===== src/core/pin_select_defs.vh =====
// Constants for the pin select, port read and pull-up control block
// How it works
// - Interrupt-1 pin field bits 3..1 routes P1_7 for 000, P1_5 for 001, P2_0 for 010; other codes are not written.
// - Software writes zero to reserved and unassigned bits, and unassigned bits always read back as zero.
// - With port read select at 0 a port read gives pin level for input bits and latch value for output bits.
// - With port read select at 1 a port read gives the pin level for every bit except P4_2, whatever its direction.
// - Port read select acts on every port pin except P4_2, which keeps the direction-dependent read.
// - I2C double-rate bit 4 at 1 doubles the rate chosen by the I2C clock select field, at 0 leaves it.
// - I2C half-rate bit 5 at 1 halves the rate chosen by the I2C clock select field, at 0 leaves it.
// - SDA delay field bits 7..6 delays SDA by 3, 11 or 19 system clocks for 00, 01, 10; 11 is not allowed.
// - Each pull-up enable bit covers one pin group as laid out below, and bit 5 is reserved.
// - An enabled pull-up acts only on pins of its group whose direction bit is 0.
`ifndef PIN_SELECT_DEFS_VH
`define PIN_SELECT_DEFS_VH

// ----------------------------------------------------------------
// Register indices and byte addresses
// ----------------------------------------------------------------
`define IRQ_PIN_SEL_IDX 12'h18E
`define IO_FUNC_SEL_IDX 12'h18F
`define PULLUP_CTRL0_IDX 12'h1E0
`define REG_ADDR_W 12
`define REG_IDX_LSB 2

// ----------------------------------------------------------------
// Writable and readable masks, reset values
// ----------------------------------------------------------------
`define IRQ_PIN_SEL_MASK 8'hDE
`define IO_FUNC_SEL_MASK 8'hFB
`define PULLUP_CTRL0_MASK 8'hFF
`define REG_RESET 8'h00

// ----------------------------------------------------------------
// Field positions
// ----------------------------------------------------------------
`define IRQ1_SEL_HI 3
`define IRQ1_SEL_LO 1
`define IRQ1_SEL_P1_7 3'h0
`define IRQ1_SEL_P1_5 3'h1
`define IRQ1_SEL_P2_0 3'h2
`define PORT_READ_SEL_BIT 3
`define RATE_DOUBLE_BIT 4
`define RATE_HALF_BIT 5
`define SDA_DLY_HI 7
`define SDA_DLY_LO 6
`define SDA_DLY_3 2'h0
`define SDA_DLY_11 2'h1

// ----------------------------------------------------------------
// SDA delay taps, in system clock cycles
// ----------------------------------------------------------------
`define SDA_DLY_SHORT 3
`define SDA_DLY_MID 11
`define SDA_DLY_LONG 19

// ----------------------------------------------------------------
// Port layout: five 8-bit ports, pin index = port * 8 + bit
// ----------------------------------------------------------------
`define PORT_PINS 40
`define PIN_P4_2 34

`endif


===== src/core/pin_select_port_read_pullup.v =====
// Pin routing, port read source, I2C rate, SDA delay and pull-up control
//
// Register access over APB was left to the implementer.
`timescale 1ns/10ps
`include "pin_select_defs.vh"

module pin_select_port_read_pullup
(
  // Clock and reset
  input wire clk_i,
  input wire reset_n_i,
  // APB slave
  input wire psel_i,
  input wire penable_i,
  input wire pwrite_i,
  input wire [11:0] paddr_i,
  input wire [31:0] pwdata_i,
  input wire [3:0] pstrb_i,
  output wire [31:0] prdata_o,
  output wire pready_o,
  output wire pslverr_o,
  // Interrupt-1 candidate pins and routed input
  input wire irq1_src_p1_7_i,
  input wire irq1_src_p1_5_i,
  input wire irq1_src_p2_0_i,
  output wire ext_irq_one_input_o,
  // Port read path
  input wire [39:0] pin_level_i,
  input wire [39:0] port_latch_i,
  input wire [39:0] port_direction_reg_i,
  output wire [39:0] port_read_data_o,
  // I2C rate control
  output wire i2c_rate_double_o,
  output wire i2c_rate_half_o,
  // SDA digital delay
  input wire sda_i,
  output wire sda_delayed_o,
  // Pull-up enables, one per pin
  output wire [39:0] pullup_en_o
);

  // ----------------------------------------------------------------
  // Helpers
  // ----------------------------------------------------------------
  // Word index from byte address; lower two bits are ignored
  function [9:0] word_idx;
    input [11:0] addr;
    begin
      word_idx = addr[`REG_ADDR_W-1:`REG_IDX_LSB];
    end
  endfunction

  // Pull-up group enable for a given pin, from the pull-up register
  function group_en;
    input integer pin;
    input [7:0] pur;
    begin
      group_en = 1'b0;
      if (pin >= 0 && pin <= 3)
        group_en = pur[0];
      else if (pin >= 4 && pin <= 7)
        group_en = pur[1];
      else if (pin >= 8 && pin <= 11)
        group_en = pur[2];
      else if (pin >= 12 && pin <= 15)
        group_en = pur[3];
      else if (pin >= 16 && pin <= 18)
        group_en = pur[4];
      else if (pin == 25 || pin == 27)
        group_en = pur[6];
      else if (pin == 28 || pin == 29 || pin == 31)
        group_en = pur[7];
    end
  endfunction

  // ----------------------------------------------------------------
  // Registers
  // ----------------------------------------------------------------
  reg [7:0] irq_pin_select_r;
  reg [7:0] io_function_pin_select_r;
  reg [7:0] pullup_control_0_r;
  reg [31:0] prdata_r;
  reg pready_r;
  reg pslverr_r;
  reg ext_irq_one_input_r;
  reg [39:0] port_read_data_r;
  reg i2c_rate_double_r;
  reg i2c_rate_half_r;
  reg [`SDA_DLY_LONG-2:0] sda_shift_r;
  reg sda_delayed_r;
  reg [39:0] pullup_en_r;

  // ----------------------------------------------------------------
  // APB decode
  // ----------------------------------------------------------------
  wire [`REG_ADDR_W-1:0] idx;
  wire setup_phase;
  wire access_done;
  wire wr_en;
  reg hit_irq;
  reg hit_io;
  reg hit_pur;
  reg [7:0] rd_byte;

  assign idx = {2'h0, word_idx(paddr_i)};
  assign setup_phase = psel_i & ~penable_i;
  assign access_done = psel_i & penable_i & pready_r;
  assign wr_en = access_done & pwrite_i & pstrb_i[0];

  always @*
  begin
    hit_irq = 1'b0;
    hit_io = 1'b0;
    hit_pur = 1'b0;
    rd_byte = 8'h00;
    if (idx == `IRQ_PIN_SEL_IDX)
    begin
      hit_irq = 1'b1;
      rd_byte = irq_pin_select_r & `IRQ_PIN_SEL_MASK;
    end
    else if (idx == `IO_FUNC_SEL_IDX)
    begin
      hit_io = 1'b1;
      rd_byte = io_function_pin_select_r & `IO_FUNC_SEL_MASK;
    end
    else if (idx == `PULLUP_CTRL0_IDX)
    begin
      hit_pur = 1'b1;
      rd_byte = pullup_control_0_r;
    end
  end

  // Answer is prepared in the setup cycle so every bus output is a flop;
  // the cost is one fixed wait-free access phase, never more.
  always @(posedge clk_i)
  begin
    if (!reset_n_i)
    begin
      pready_r <= 1'b0;
      pslverr_r <= 1'b0;
      prdata_r <= 32'h00000000;
    end
    else
    begin
      pready_r <= setup_phase;
      // Error flag stands only alongside pready
      pslverr_r <= setup_phase & ~(hit_irq | hit_io | hit_pur);
      if (setup_phase)
      begin
        prdata_r <= pwrite_i ? 32'h00000000 : {24'h000000, rd_byte};
      end
    end
  end

  // ----------------------------------------------------------------
  // Configuration registers
  // ----------------------------------------------------------------
  // Unassigned bits are never stored, so they can only read zero
  always @(posedge clk_i)
  begin
    if (!reset_n_i)
    begin
      irq_pin_select_r <= `REG_RESET;
      io_function_pin_select_r <= `REG_RESET;
      pullup_control_0_r <= `REG_RESET;
    end
    else if (wr_en)
    begin
      if (hit_irq)
        irq_pin_select_r <= pwdata_i[7:0] & `IRQ_PIN_SEL_MASK;
      else if (hit_io)
        io_function_pin_select_r <= pwdata_i[7:0] & `IO_FUNC_SEL_MASK;
      else if (hit_pur)
        pullup_control_0_r <= pwdata_i[7:0];
    end
  end

  // ----------------------------------------------------------------
  // Interrupt-1 pin routing
  // ----------------------------------------------------------------
  wire [2:0] irq1_sel;
  reg irq1_mux;

  assign irq1_sel = irq_pin_select_r[`IRQ1_SEL_HI:`IRQ1_SEL_LO];

  // Forbidden codes give an idle-high input so no false request appears
  always @*
  begin
    case (irq1_sel)
      `IRQ1_SEL_P1_7: irq1_mux = irq1_src_p1_7_i;
      `IRQ1_SEL_P1_5: irq1_mux = irq1_src_p1_5_i;
      `IRQ1_SEL_P2_0: irq1_mux = irq1_src_p2_0_i;
      default: irq1_mux = 1'b1;
    endcase
  end

  always @(posedge clk_i)
  begin
    if (!reset_n_i)
      ext_irq_one_input_r <= 1'b1;
    else
      ext_irq_one_input_r <= irq1_mux;
  end

  // ----------------------------------------------------------------
  // Port read source and pull-ups
  // ----------------------------------------------------------------
  wire port_read_source_sel;
  wire [39:0] port_read_nxt;
  wire [39:0] pullup_nxt;

  assign port_read_source_sel = io_function_pin_select_r[`PORT_READ_SEL_BIT];

  genvar g;
  generate
    for (g = 0; g < `PORT_PINS; g = g + 1)
    begin : pin_gen
      if (g == `PIN_P4_2)
      begin : fixed_read
        assign port_read_nxt[g] = port_direction_reg_i[g] ? port_latch_i[g] :
                                  pin_level_i[g];
      end
      else
      begin : sel_read
        assign port_read_nxt[g] = (port_read_source_sel | ~port_direction_reg_i[g]) ?
                                  pin_level_i[g] : port_latch_i[g];
      end
      assign pullup_nxt[g] = group_en(g, pullup_control_0_r) &
                             ~port_direction_reg_i[g];
    end
  endgenerate

  always @(posedge clk_i)
  begin
    if (!reset_n_i)
    begin
      port_read_data_r <= 40'h0000000000;
      pullup_en_r <= 40'h0000000000;
    end
    else
    begin
      port_read_data_r <= port_read_nxt;
      pullup_en_r <= pullup_nxt;
    end
  end

  // ----------------------------------------------------------------
  // I2C rate control
  // ----------------------------------------------------------------
  // The rate unit scales its chosen rate by these; both set cancels out
  always @(posedge clk_i)
  begin
    if (!reset_n_i)
    begin
      i2c_rate_double_r <= 1'b0;
      i2c_rate_half_r <= 1'b0;
    end
    else
    begin
      i2c_rate_double_r <= io_function_pin_select_r[`RATE_DOUBLE_BIT] &
                           ~io_function_pin_select_r[`RATE_HALF_BIT];
      i2c_rate_half_r <= io_function_pin_select_r[`RATE_HALF_BIT] &
                         ~io_function_pin_select_r[`RATE_DOUBLE_BIT];
    end
  end

  // ----------------------------------------------------------------
  // SDA digital delay
  // ----------------------------------------------------------------
  // Stage k of the shift line holds SDA delayed by k+1 cycles; the
  // output flop adds one more, so tap N-2 gives a delay of N.
  wire [1:0] sda_dly_sel;
  reg sda_tap;

  assign sda_dly_sel = io_function_pin_select_r[`SDA_DLY_HI:`SDA_DLY_LO];

  always @*
  begin
    case (sda_dly_sel)
      `SDA_DLY_3: sda_tap = sda_shift_r[`SDA_DLY_SHORT-2];
      `SDA_DLY_11: sda_tap = sda_shift_r[`SDA_DLY_MID-2];
      default: sda_tap = sda_shift_r[`SDA_DLY_LONG-2];
    endcase
  end

  // Line idles high after reset, matching a released bus
  always @(posedge clk_i)
  begin
    if (!reset_n_i)
    begin
      sda_shift_r <= {(`SDA_DLY_LONG-1){1'b1}};
      sda_delayed_r <= 1'b1;
    end
    else
    begin
      sda_shift_r <= {sda_shift_r[`SDA_DLY_LONG-3:0], sda_i};
      sda_delayed_r <= sda_tap;
    end
  end

  // ----------------------------------------------------------------
  // Outputs
  // ----------------------------------------------------------------
  assign prdata_o = prdata_r;
  assign pready_o = pready_r;
  assign pslverr_o = pslverr_r;
  assign ext_irq_one_input_o = ext_irq_one_input_r;
  assign port_read_data_o = port_read_data_r;
  assign i2c_rate_double_o = i2c_rate_double_r;
  assign i2c_rate_half_o = i2c_rate_half_r;
  assign sda_delayed_o = sda_delayed_r;
  assign pullup_en_o = pullup_en_r;

endmodule // pin_select_port_read_pullup


===== config.mk =====
export PLATFORM = sky130hd
export DESIGN_NAME = pin_select_port_read_pullup
export DESIGN_NICKNAME = d
export VERILOG_FILES = /design/src/core/pin_select_port_read_pullup.v
export VERILOG_INCLUDE_DIRS = /design/src /design/src/core
export SDC_FILE = /design/constraint.sdc
export NUM_CORES = 1
export LEC_CHECK = 0
export BUFFER_PORTS_ARGS = -buffer_cell sky130_fd_sc_hd__clkbuf_2
export CAP_MARGIN = 20
export CORE_AREA = 2 2 114 116
export CTS_BUF_LIST = sky130_fd_sc_hd__clkbuf_4
export CTS_CLUSTER_DIAMETER = 60
export CTS_CLUSTER_SIZE = 8
export DETAILED_ROUTE_END_ITERATION = 10
export DIE_AREA = 0 0 116 118
export GPL_TIMING_DRIVEN = 0
export PLACE_DENSITY = 0.72
export SLEW_MARGIN = 20
export SYNTH_ARGS = -nofsm -noshare
export SYNTH_HDL_FRONTEND = slang
export SYNTH_SLANG_ARGS = --single-unit

===== constraint.sdc =====
create_clock -name clk_i -period 1.7 [get_ports clk_i]
set_clock_uncertainty 0.05 [all_clocks]
set_input_delay 0.17 -clock clk_i [delete_from_list [all_inputs] [get_ports clk_i]]
set_output_delay 0.17 -clock clk_i [all_outputs]
set_load 0.02 [all_outputs]

==> results by group, run 1 <==
Status
  – Status: complete, no violations

Logic synthesis
  – Synth Area in XOR/XNOR: 0
  – Main combinational cell family by area after synthesis: simple AND/OR/NAND/NOR gates
  – Syn Std Cell Area: 0.00445 mm²
  – Post-synthesis simple-gate area fraction: 0.210
  – Compound-Gate Fraction of Synth Area: 0.0250
  – Post-synthesis register bit count: 117
  – Synth cell types: 31
  – Post-synthesis adder-cell area fraction: 0
  – Syn_area_per_cell: 9.91 µm²
  – Sequential area share after synthesis: 0.526
  – Ys Warns: 0
  – Synthesized instance count: 449
  – Mux contribution to synthesized area: 0.154

Clock tree
  – Htree depth: 4
  – TritonCTS clock tree: done
  – Root Driver: clkbuf_4
  – CTS Sinks: 117
  – # hold bufs at CTS: 132
  – CTS clk-pin slew, worst paths: 0.10 ns
  – Worst-Skew Late Latency: 0.52 ns
  – Clock Path Buffers: 2
  – CTS buffer count: 17

Die
  – Die Ht: 118 µm
  – Core Area: 0.0124 mm²
  – Rows: 41
  – Initial Util: 0.358
  – Die W: 116 µm
  – IO Pins: 295
  – Die area: 0.0137 mm²

Power
  – Leak: 3.73 nW
  – Sw Ratio: 0.254
  – Internal Power: 4.22 mW
  – PwrDens: 753 mW/mm²
  – Clk network pwr share: 0.328
  – Comb pwr share: 0.172
  – Part of the power in registers: 0.500
  – Maximum vdd ir drop: 0.000558 V
  – P_sw: 1.44 mW

STA
  – RSZ-0062 raised after global routing: no
  – Worst slew pin tran: 1.10 ns
  – Setup TNS: 0 ns
  – Maximum clock frequency: 0.622 GHz
  – WHS: 0.0178 ns
  – Final hold violations: 0
  – Final min period: 1.61 ns
  – Period utilisation layout: 0.946
  – Rel. slew slack: 0.258
  – Max Slew Vio Count: 0
  – Finish-stage setup viols: 0

Placed design
  – Dpl hpwl: 9.13 mm
  – Placer Congestion: 0.792
  – # port buffers: 225

Global route
  – GR Layer Usage met1: 0.216
  – Gr ovfl total: 0
  – Global-route track usage on met2: 0.384
  – First-pass GRT wire length: 22.5 mm
  – GRT Util Overall: 0.213
  – Global route hottest layer: met2
  – Largest net degree at the start of global routing: 17
  – GR Util met3: 0.0742
  – Initial antenna violation count: 0
  – Vias in the first global route: 4791

Worst setup path
  – Crit path DAT: 1.99 ns
  – Worst reg2reg path startpoint: io_function_pin_select_r[3]$_SDFFE_PN0P_
  – Reg-to-reg endpoint: port_read_data_o[39]$_SDFF_PN0_
  – Crit start category: input port
  – Reg2Reg Setup Slack: 0.15 ns
  – Critical path peak fanout: 7
  – Req. time, crit path: 2.08 ns
  – R2R depth: 4
  – Worst setup EP type: register
  – Crit Path Category: in -> reg

Min path
  – Hold Path Sink: prdata_o[0]$_SDFFE_PN0P_
  – Hold WC Path Type: in -> reg
  – Hold depth: 4
  – Min-delay src: pwrite_i

Route
  – Final ANT Viol Nets: 0
  – Total number of vias: 4501
  – Initial DRC Count: 252
  – DR WL/cell: 14.0 µm
  – Final wirelength: 14.7 mm
  – First-pass detailed-route iteration total: 4
  – # DRC: 0
  – Vias per inst: 4.30

Final layout
  – Synth-to-layout area growth: 69.0%
  – Multi-input gate area in the final layout: 0.00188 mm²
  – Share of cells above drive strength 1: 0.343
  – Register Area: 0.00234 mm²
  – NumNets Final: 1043
  – Diode count: 0
  – Fillcell total: 1045

Flow run
  – Number of max-cap violations: 0
cell type report:
type	count	area share
Multi-Input combinational cell	312	0.250
Clock inverter	7	0.0113
Sequential cell	117	0.312
Clock buffer	21	0.0210
Tap cell	172	0.0286
Inverter	2	0.000999
Buffer	57	0.0486
Timing Repair Buffer	359	0.328
power by group through the flow:
stage | Combinational (mW) | Sequential (mW) | Clock, mW
6_report | 0.975 | 2.83 | 1.86
5_1_grt | 1.05 | 2.84 | 2.03
4_1_cts | 0.950 | 2.83 | 1.91
3_5_place_dp | 0.706 | 2.89 | 0
3_3_place_gp | 0.701 | 2.89 | 0
2_1_floorplan | 0.332 | 2.98 | 0
registers in the layout, indices dropped and copies added, names as in the netlist:
register                  flops
i2c_rate_half_o               1
i2c_rate_double_o             1
port_read_data_o             40
pullup_control_0_r            8
pslverr_o                     1
ext_irq_one_input_o           1
irq_pin_select_r              6
sda_shift_r                  18
prdata_o                      8
sda_delayed_o                 1
pullup_en_o                  24
io_function_pin_select_r      7
pready_o                      1
timing repair:
action | in CTS | in global routing
pin swaps | 1 | 0
setup buffers | 2 | 0
setup endpoints to repair | 8 | 1
gates resized for setup | 0 | 1
endpoints found under the hold margin | 91 | 1
per-stage QoR:
step / cells / setup slack (ns) / instance area (µm²) / total power [mW] / util
floorplan: 488 / 0.0121 / 4600 / 3.31 / -
global placement: 885 / -0.376 / 5940 / 3.59 / 0.478
detailed placement: 885 / -0.358 / 5940 / 3.60 / 0.478
CTS: 1047 / 0.0870 / 7520 / 5.69 / 0.605
global route: 1047 / 0.00165 / 7520 / 5.91 / 0.606
finish: 1047 / 0.0917 / 7520 / 5.66 / 0.606
routing by layer:
| metal | part of all wire | vias up |
|---|---|---|
| li1 | - | 2231 |
| met1 | 0.38 | 2029 |
| met2 | 0.51 | 196 |
| met3 | 0.074 | 45 |
| met4 | 0.033 | 0 |
| met5 | 0 | - |
cells in the mapped netlist:
| master | number | area (µm²) |
|---|---|---|
| a211oi_1 | 1 | 7.51 |
| a21oi_1 | 3 | 15.0 |
| a22o_1 | 1 | 8.76 |
| a32o_1 | 1 | 10.0 |
| a32oi_1 | 2 | 17.5 |
| and2_0 | 1 | 6.26 |
| and3b_1 | 1 | 8.76 |
| buf_2 | 1 | 5.00 |
| buf_4 | 40 | 300 |
| clkbuf_1 | 16 | 60.1 |
| clkinv_1 | 1 | 3.75 |
| conb_1 | 1 | 3.75 |
| dfxtp_1 | 117 | 2340 |
| inv_1 | 1 | 3.75 |
| mux2_2 | 2 | 22.5 |
| mux2i_1 | 66 | 661 |
| nand2_1 | 35 | 131 |
| nand2b_1 | 21 | 131 |
| nand3_1 | 4 | 20.0 |
| nand4_1 | 2 | 12.5 |
| nand4b_1 | 2 | 17.5 |
| nor2_1 | 78 | 293 |
| nor2b_1 | 40 | 250 |
| nor3b_1 | 1 | 7.51 |
| nor4_1 | 1 | 6.26 |
| nor4_2 | 1 | 12.5 |
| nor4_4 | 1 | 21.3 |
| o221ai_1 | 5 | 43.8 |
| o31a_1 | 1 | 8.76 |
| or3_1 | 1 | 6.26 |
| or4_4 | 1 | 11.3 |
cells in the final DEF (no fill, tap or decap), types with 2 or more instances in the layout:
cell type and count:
dlygate4sd3_1 132, nor2b_1 40, clkinv_1 3, nand2_1 35
a32oi_1 2, nand4_1 2, conb_1 40, buf_4 42
clkinv_2 2, nand4b_1 2, clkbuf_4 21, dfxtp_1 117
mux2i_1 66, clkbuf_1 16, nand3_1 4, clkbuf_2 225
bufinv_16 2, mux2_2 2, o221ai_1 5, nor2_1 77
nand2b_1 21, a21oi_1 3
logic make-up after synthesis:
group,Yosys count
and+or+nand+nor,190
DFF,117
muxes,68
buffers and inverters,59
AOI/OAI and AO/OA,14
other,1
worst max-delay path by stage:
stage | end | depth (start not counted) | from | slack [ns]
4_1_cts | pslverr_o$_SDFF_PN0_ | 6 | paddr_i[5] | 0.09
6_report | prdata_o[7]$_SDFFE_PN0P_ | 5 | penable_i | 0.09
2_1_floorplan | pullup_control_0_r[7]$_SDFFE_PN0P_ | 4 | paddr_i[5] | 0.01
5_1_grt | prdata_o[4]$_SDFFE_PN0P_ | 5 | penable_i | 0.002
3_5_place_dp | prdata_o[7]$_SDFFE_PN0P_ | 5 | penable_i | -0.36
3_3_place_gp | prdata_o[7]$_SDFFE_PN0P_ | 5 | penable_i | -0.38
critical path, stage by stage:
cell and delay (ns):
clkbuf_2 0.09, nand2b_1 0.20, nor4_1 0.86, nand2_1 0.40, o221ai_1 0.28
No activity file was read; power rests on OpenSTA's default activity.
==> run 2: changes to the inputs <==
Settings changed: ABC_AREA from default to 1, PLACE_DENSITY 0.72 to 0.73.
==> run 2 against run 1 <==
Against the previous run:
- final cell count is 13% higher
- total power increased by 3.5%
- via count up 22%
- sequential power hardly changed
- non-clock buffer count up 3
- maximum frequency grew 1.1%
- sequential cell count unchanged
- sequential share of layout area shrank 0.79 points
- critical endpoint is now port_read_data_o[36]$_SDFF_PN0_
==> results by group, run 2 <==
Final layout
  – Fillcell total: 997
  – NumNets Final: 1171
  – Max reg flops: 40
  – Diode count: 0
  – Share of cells above drive strength 1: 0.345
  – Fin util: 0.621
  – Commonest non-fill, non-tap cell in the layout: clkbuf_2
  – Register Area: 0.00234 mm²
  – Synth-to-layout area growth: 67.1%
  – Most frequent cells in the layout: clkbuf_2, dlygate4sd3_1, dfxtp_1, nand2_1, nor2_1
  – Multi-input gate area in the final layout: 0.00190 mm²
  – Design Area, Final: 0.00771 mm²

Logic synthesis
  – Commonest cells in the netlist: dfxtp_1, nand2_1, nor2_1
  – Post-synth EDFFs: 0
  – Synth top area share: 0.507
  – Synthesized instance count: 579
  – Sequential area share after synthesis: 0.507
  – Main synth FF type: dfxtp_1
  – Yosys top cell by area: dfxtp_1
  – Post-synthesis register bit count: 117
  – Count leader, synth: dfxtp_1
  – Ys Warns: 0
  – Fraction of registers with async set/reset: 0
  – Syn_area_per_cell: 7.98 µm²
  – Syn Std Cell Area: 0.00462 mm²
  – Top post-synthesis cells by area: dfxtp_1, nand2_1, buf_4
  – Synth cell types: 29

Global route
  – First-pass GRT wire length: 26.5 mm
  – Vias in the first global route: 5478
  – Gr ovfl total: 0
  – GRT Util Overall: 0.249
  – Largest net degree at the start of global routing: 17
  – Initial antenna violation count: 0

Placed design
  – Dpl hpwl: 10.4 mm
  – Area post-placement: 0.00611 mm²
  – Placer Congestion: 0.839
  – Pre-CTS WS: 0.123 ns
  – # port buffers: 225

Power
  – Power Total: 5.86 mW
  – Leak: 3.83 nW
  – Maximum vdd ir drop: 0.000492 V
  – PwrDens: 759 mW/mm²

Worst setup path
  – R2R depth: 5
  – Critical-path cell list: dlygate4sd3_1 -> clkbuf_2 -> inv_1 -> clkbuf_1 -> clkbuf_1 -> a21oi_1
  – Most frequent CP cell: clkbuf_1
  – Worst setup EP type: register
  – Critical Path Max Stage Delay: 0.54 ns
  – Cell count along the critical path: 6
  – Critical path peak fanout: 10
  – CP max stage cell: dlygate4sd3_1
  – CP top delay family: buffers and inverters
  – Crit Path Category: in -> reg
  – Req. time, crit path: 2.06 ns
  – Crit path buffers/inverters: 5
  – Crit start category: input port
  – Crit path DAT: 1.95 ns

Die
  – IO Pins: 295
  – Die area: 0.0137 mm²
  – Rows: 41
  – Die W: 116 µm
  – Initial Util: 0.372
  – Die Ht: 118 µm
  – Core Area: 0.0124 mm²

STA
  – Period utilisation layout: 0.936
  – Setup TNS: 0 ns
  – Finish-stage setup viols: 0
  – Final hold violations: 0
  – Worst slew pin tran: 0.602 ns
  – Final min period: 1.59 ns
  – RSZ-0062 raised after global routing: no
  – Rel. slew slack: 0.599
  – Maximum clock frequency: 0.628 GHz
  – Max Slew Vio Count: 0
  – Final setup margin: 0.109 ns

Clock tree
  – Clock Path Buffers: 2
  – Post-CTS Setup Bufs: 0
  – CTS clk-pin slew, worst paths: 0.11 ns
  – Root Driver: clkbuf_4
  – Htree depth: 4
  – CTS buffer count: 17
  – Worst-Skew Late Latency: 0.55 ns
  – TritonCTS clock tree: done
  – CTS Sinks: 117

Min path
  – Hold WC Path Type: in -> reg
  – Hold depth: 6

Flow run
  – Number of max-cap violations: 0

Route
  – Initial DRC Count: 391
  – Final wirelength: 17.1 mm
  – # DRC: 0
  – Final ANT Viol Nets: 0
  – DR WL/cell: 14.5 µm
  – Vias per inst: 4.64
  – Total number of vias: 5472
  – First-pass detailed-route iteration total: 6

Status
  – Status: complete, no violations
[run 2: cell count changes in the layout (fill, tap and decap cells not counted), sizes merged, moves of 28 or more]
| cell | change |
|---|---|
| nand2 | +85 |
| mux2i | -66 |
| a21oi | +53 |
| nand3 | +43 |
| nor2b | -40 |
| inv | +32 |
| o21ai | +28 |
[run 2: metal layers]
metal / wire length (µm) / up-vias / GRT usage
li1: - / 2631 / -
met2: 8360 / 316 / 0.425
met1: 6370 / 2426 / 0.264
met3: 1360 / 99 / 0.0716
met5: 0 / - / 0
met4: 980 / 0 / 0.160
[run 2: power breakdown]
part / internal, mW / leakage [nW] / switching, mW / total [mW]
logic: 0.503 / 2.74 / 0.497 / 1.00
registers: 2.81 / 0.954 / 0.0206 / 2.83
clock network: 0.874 / 0.134 / 1.15 / 2.03
total: 4.19 / 3.83 / 1.67 / 5.86
[run 2: through the flow]
step | hold WS, ns | std cells
finish | 0.0347 | 1179
global route | 0.0354 | 1179
global placement | 0.312 | 1015
floorplan | 0.192 | 618
detailed placement | 0.314 | 1015
CTS | 0.000105 | 1179
[run 2: cell families after synthesis]
family,synth area share
flip-flops,0.507
other,0.000812
buffers and inverters,0.114
AND/OR/NAND/NOR,0.283
AO/OA/AOI/OAI,0.0954
[run 2: final cells by class]
class,instances,share of cell area
plain buffers,62,0.0535
multi-input cells,408,0.246
flip-flops and latches,117,0.304
well taps,172,0.0279
clock buffers,17,0.0165
inverters,31,0.0151
repair buffers,357,0.317
clock inverters,15,0.0204
[run 2: final timing paths]
check / startpoint / end / slack [ns]
min: paddr_i[2] / prdata_o[6]$_SDFFE_PN0P_ / 0.03
max reg2reg: io_function_pin_select_r[3]$_SDFFE_PN0P_ / port_read_data_o[24]$_SDFF_PN0_ / 0.20
max: reset_n_i / port_read_data_o[36]$_SDFF_PN0_ / 0.11
min reg2reg: sda_shift_r[14]$_SDFF_PN1_ / sda_shift_r[15]$_SDFF_PN1_ / 0.37
[run 2: worst reg2reg max path: cells and delay by family, from the launching register on]
family	cells	cell delay, ns
compound gates	1	0.20
buf+inv	3	0.71
flops	1	0.34
simple gates	1	0.13
[run 2: what timing repair did]
| item | in CTS | in global routing |
|---|---|---|
| endpoints found under the hold margin | 94 | 0 |
| endpoints found under the setup margin | 0 | 2 |
| hold buffers | 132 | 0 |
| gates resized for setup | 0 | 4 |
==> run 3: changes to the inputs <==
Settings changed: GPL_TIMING_DRIVEN 0 to default.
==> run 3 against run 2 <==
Against the previous run:
- global-route usage shrank 1.8 points
- maximum frequency fell by 4.6%
- design area shrank 4.0%
- first-iteration DRC count is 8.4% lower
- register-to-register slack lost 0.10 ns
- largest cell class unchanged
- die area stayed put
- sequential cell count is the same
==> results by group, run 3 (synthesis gave the netlist of run 2 again) <==
Status
  – Status: complete, no violations

Route
  – DR WL/cell: 14.2 µm
  – Final ANT Viol Nets: 0
  – First-pass detailed-route iteration total: 7
  – Initial DRC Count: 358
  – Total number of vias: 5240
  – Final wirelength: 16.1 mm
  – # DRC: 0
  – Vias per inst: 4.65

Die
  – IO Pins: 295
  – Die W: 116 µm
  – Die area: 0.0137 mm²
  – Initial Util: 0.372
  – Core Area: 0.0124 mm²
  – Die Ht: 118 µm
  – Rows: 41

Worst setup path
  – Critical Path Max Stage Delay: 0.58 ns
  – Crit. Startpoint: reset_n_i
  – CP top delay family: buffers and inverters
  – Crit path buffers/inverters: 5
  – Most frequent CP cell: dlygate4sd3_1
  – Crit path capture: port_read_data_o[10]$_SDFF_PN0_
  – Crit path DAT: 2.02 ns
  – Reg-to-reg endpoint: port_read_data_o[10]$_SDFF_PN0_
  – Crit Path Category: in -> reg
  – Worst setup EP type: register
  – CP max stage cell: dlygate4sd3_1
  – Worst reg2reg path startpoint: io_function_pin_select_r[3]$_SDFFE_PN0P_
  – Critical path peak fanout: 19
  – Crit start category: input port
  – Cell count along the critical path: 6
  – Reg2Reg Setup Slack: 0.10 ns
  – Critical-path cell list: dlygate4sd3_1 -> clkbuf_2 -> inv_2 -> buf_4 -> a21oi_1 -> dlygate4sd3_1
  – R2R depth: 4
  – Req. time, crit path: 2.05 ns

Clock tree
  – TritonCTS clock tree: done
  – Post-cts gate resize count: 0
  – Clock Path Buffers: 2
  – Worst-Skew Late Latency: 0.52 ns
  – Root Driver: clkbuf_4
  – CTS Sinks: 117
  – CTS buffer count: 17
  – Htree depth: 4
  – CTS clk-pin slew, worst paths: 0.10 ns

Global route
  – Global-route track usage on met2: 0.401
  – Vias in the first global route: 5118
  – Largest net degree at the start of global routing: 46
  – GR Layer Usage met1: 0.239
  – GRT Util Overall: 0.231
  – GR Util met3: 0.0793
  – Initial antenna violation count: 1
  – First-pass GRT wire length: 24.6 mm
  – Gr ovfl total: 0
  – Global route hottest layer: met2

Placed design
  – Placer Congestion: 0.846
  – # port buffers: 225
  – Dpl hpwl: 9.53 mm

Min path
  – Hold WC Path Type: in -> reg

Final layout
  – Commonest non-fill, non-tap cell in the layout: clkbuf_2
  – NumNets Final: 1119
  – Share of cells above drive strength 1: 0.317
  – Max reg flops: 40
  – Fillcell total: 1042
  – Synth-to-layout area growth: 60.4%
  – Most frequent cells in the layout: clkbuf_2, dlygate4sd3_1, dfxtp_1, nand2_1, nor2_1

STA
  – Final hold violations: 0
  – Final min period: 1.67 ns
  – Finish-stage setup viols: 0
  – Max Slew Vio Count: 0
  – WHS: 0.0590 ns
  – Period utilisation layout: 0.981
  – Maximum clock frequency: 0.600 GHz
  – RSZ-0062 raised after global routing: no
  – Setup TNS: 0 ns

Power
  – Part of the power in registers: 0.479
  – PwrDens: 797 mW/mm²
  – Maximum vdd ir drop: 0.000414 V
  – Clk network pwr share: 0.365
  – Internal Power: 4.40 mW
  – P_sw: 1.51 mW
  – Comb pwr share: 0.156
  – Sw Ratio: 0.255
  – Leak: 3.65 nW

Flow run
  – Number of max-cap violations: 0
[run 3: what timing repair did]
action                                  CTS  global route
endpoints found under the setup margin    0             0
setup buffers                             0             0
endpoints found under the hold margin   102             0
hold buffers                            132             0
[run 3: layout make-up]
type | count | area [µm²] | share of cell area
Timing Repair Buffer | 367 | 2530 | 0.342
Tap cell | 172 | 215 | 0.0291
Sequential cell | 117 | 2340 | 0.316
Clock buffer | 18 | 135 | 0.0182
Multi-Input combinational cell | 408 | 1900 | 0.256
Inverter | 31 | 116 | 0.0157
Clock inverter | 14 | 165 | 0.0223
Antenna cell | 1 | 2.50 | 0.000338
[run 3: routing by layer]
metal / vias to the layer above / wire length [µm]
met5: - / 0
met4: 0 / 692
met3: 67 / 1280
met2: 293 / 8070
met1: 2352 / 6010
li1: 2528 / -
[run 3: how the worst min path moves through the flow]
stage                             startpoint                               to  slack, ns  cells after the start
floorplan            port_direction_reg_i[0]        pullup_en_o[0]$_SDFF_PN0_       0.19                      1
global placement    port_direction_reg_i[34]  port_read_data_o[34]$_SDFF_PN0_       0.31                      2
detailed placement  port_direction_reg_i[25]       pullup_en_o[25]$_SDFF_PN0_       0.32                      2
CTS                               paddr_i[2]         prdata_o[6]$_SDFFE_PN0P_      0.003                      6
global route                      paddr_i[2]         prdata_o[7]$_SDFFE_PN0P_       0.07                      6
finish                            paddr_i[2]         prdata_o[6]$_SDFFE_PN0P_       0.06                      6
[run 3: power groups by stage]
stage | clock network [mW] | registers (mW) | logic [mW]
floorplan | 0 | 2.97 | 0.325
global placement | 0 | 2.89 | 0.635
detailed placement | 0 | 2.89 | 0.635
CTS | 2.20 | 2.83 | 0.881
global route | 2.33 | 2.84 | 0.988
finish | 2.16 | 2.83 | 0.918
[run 3: metrics by stage]
stage	utilization	cell area, µm²	setup WS [ns]	power, mW	std cells
floorplan	-	4760	0.446	3.30	618
global placement	0.466	5780	0.249	3.52	963
global route	0.597	7410	0.00134	6.15	1128
detailed placement	0.466	5780	0.207	3.52	963
CTS	0.596	7400	0.136	5.91	1127
finish	0.597	7410	0.0322	5.90	1128
[run 3: tightest hold or removal path: stages]
cell and delay (ns):
clkbuf_2 0.10, nor2_2 0.07, nand4_1 0.09, nand2_1 0.06
nand2_1 0.05, a21oi_1 0.05
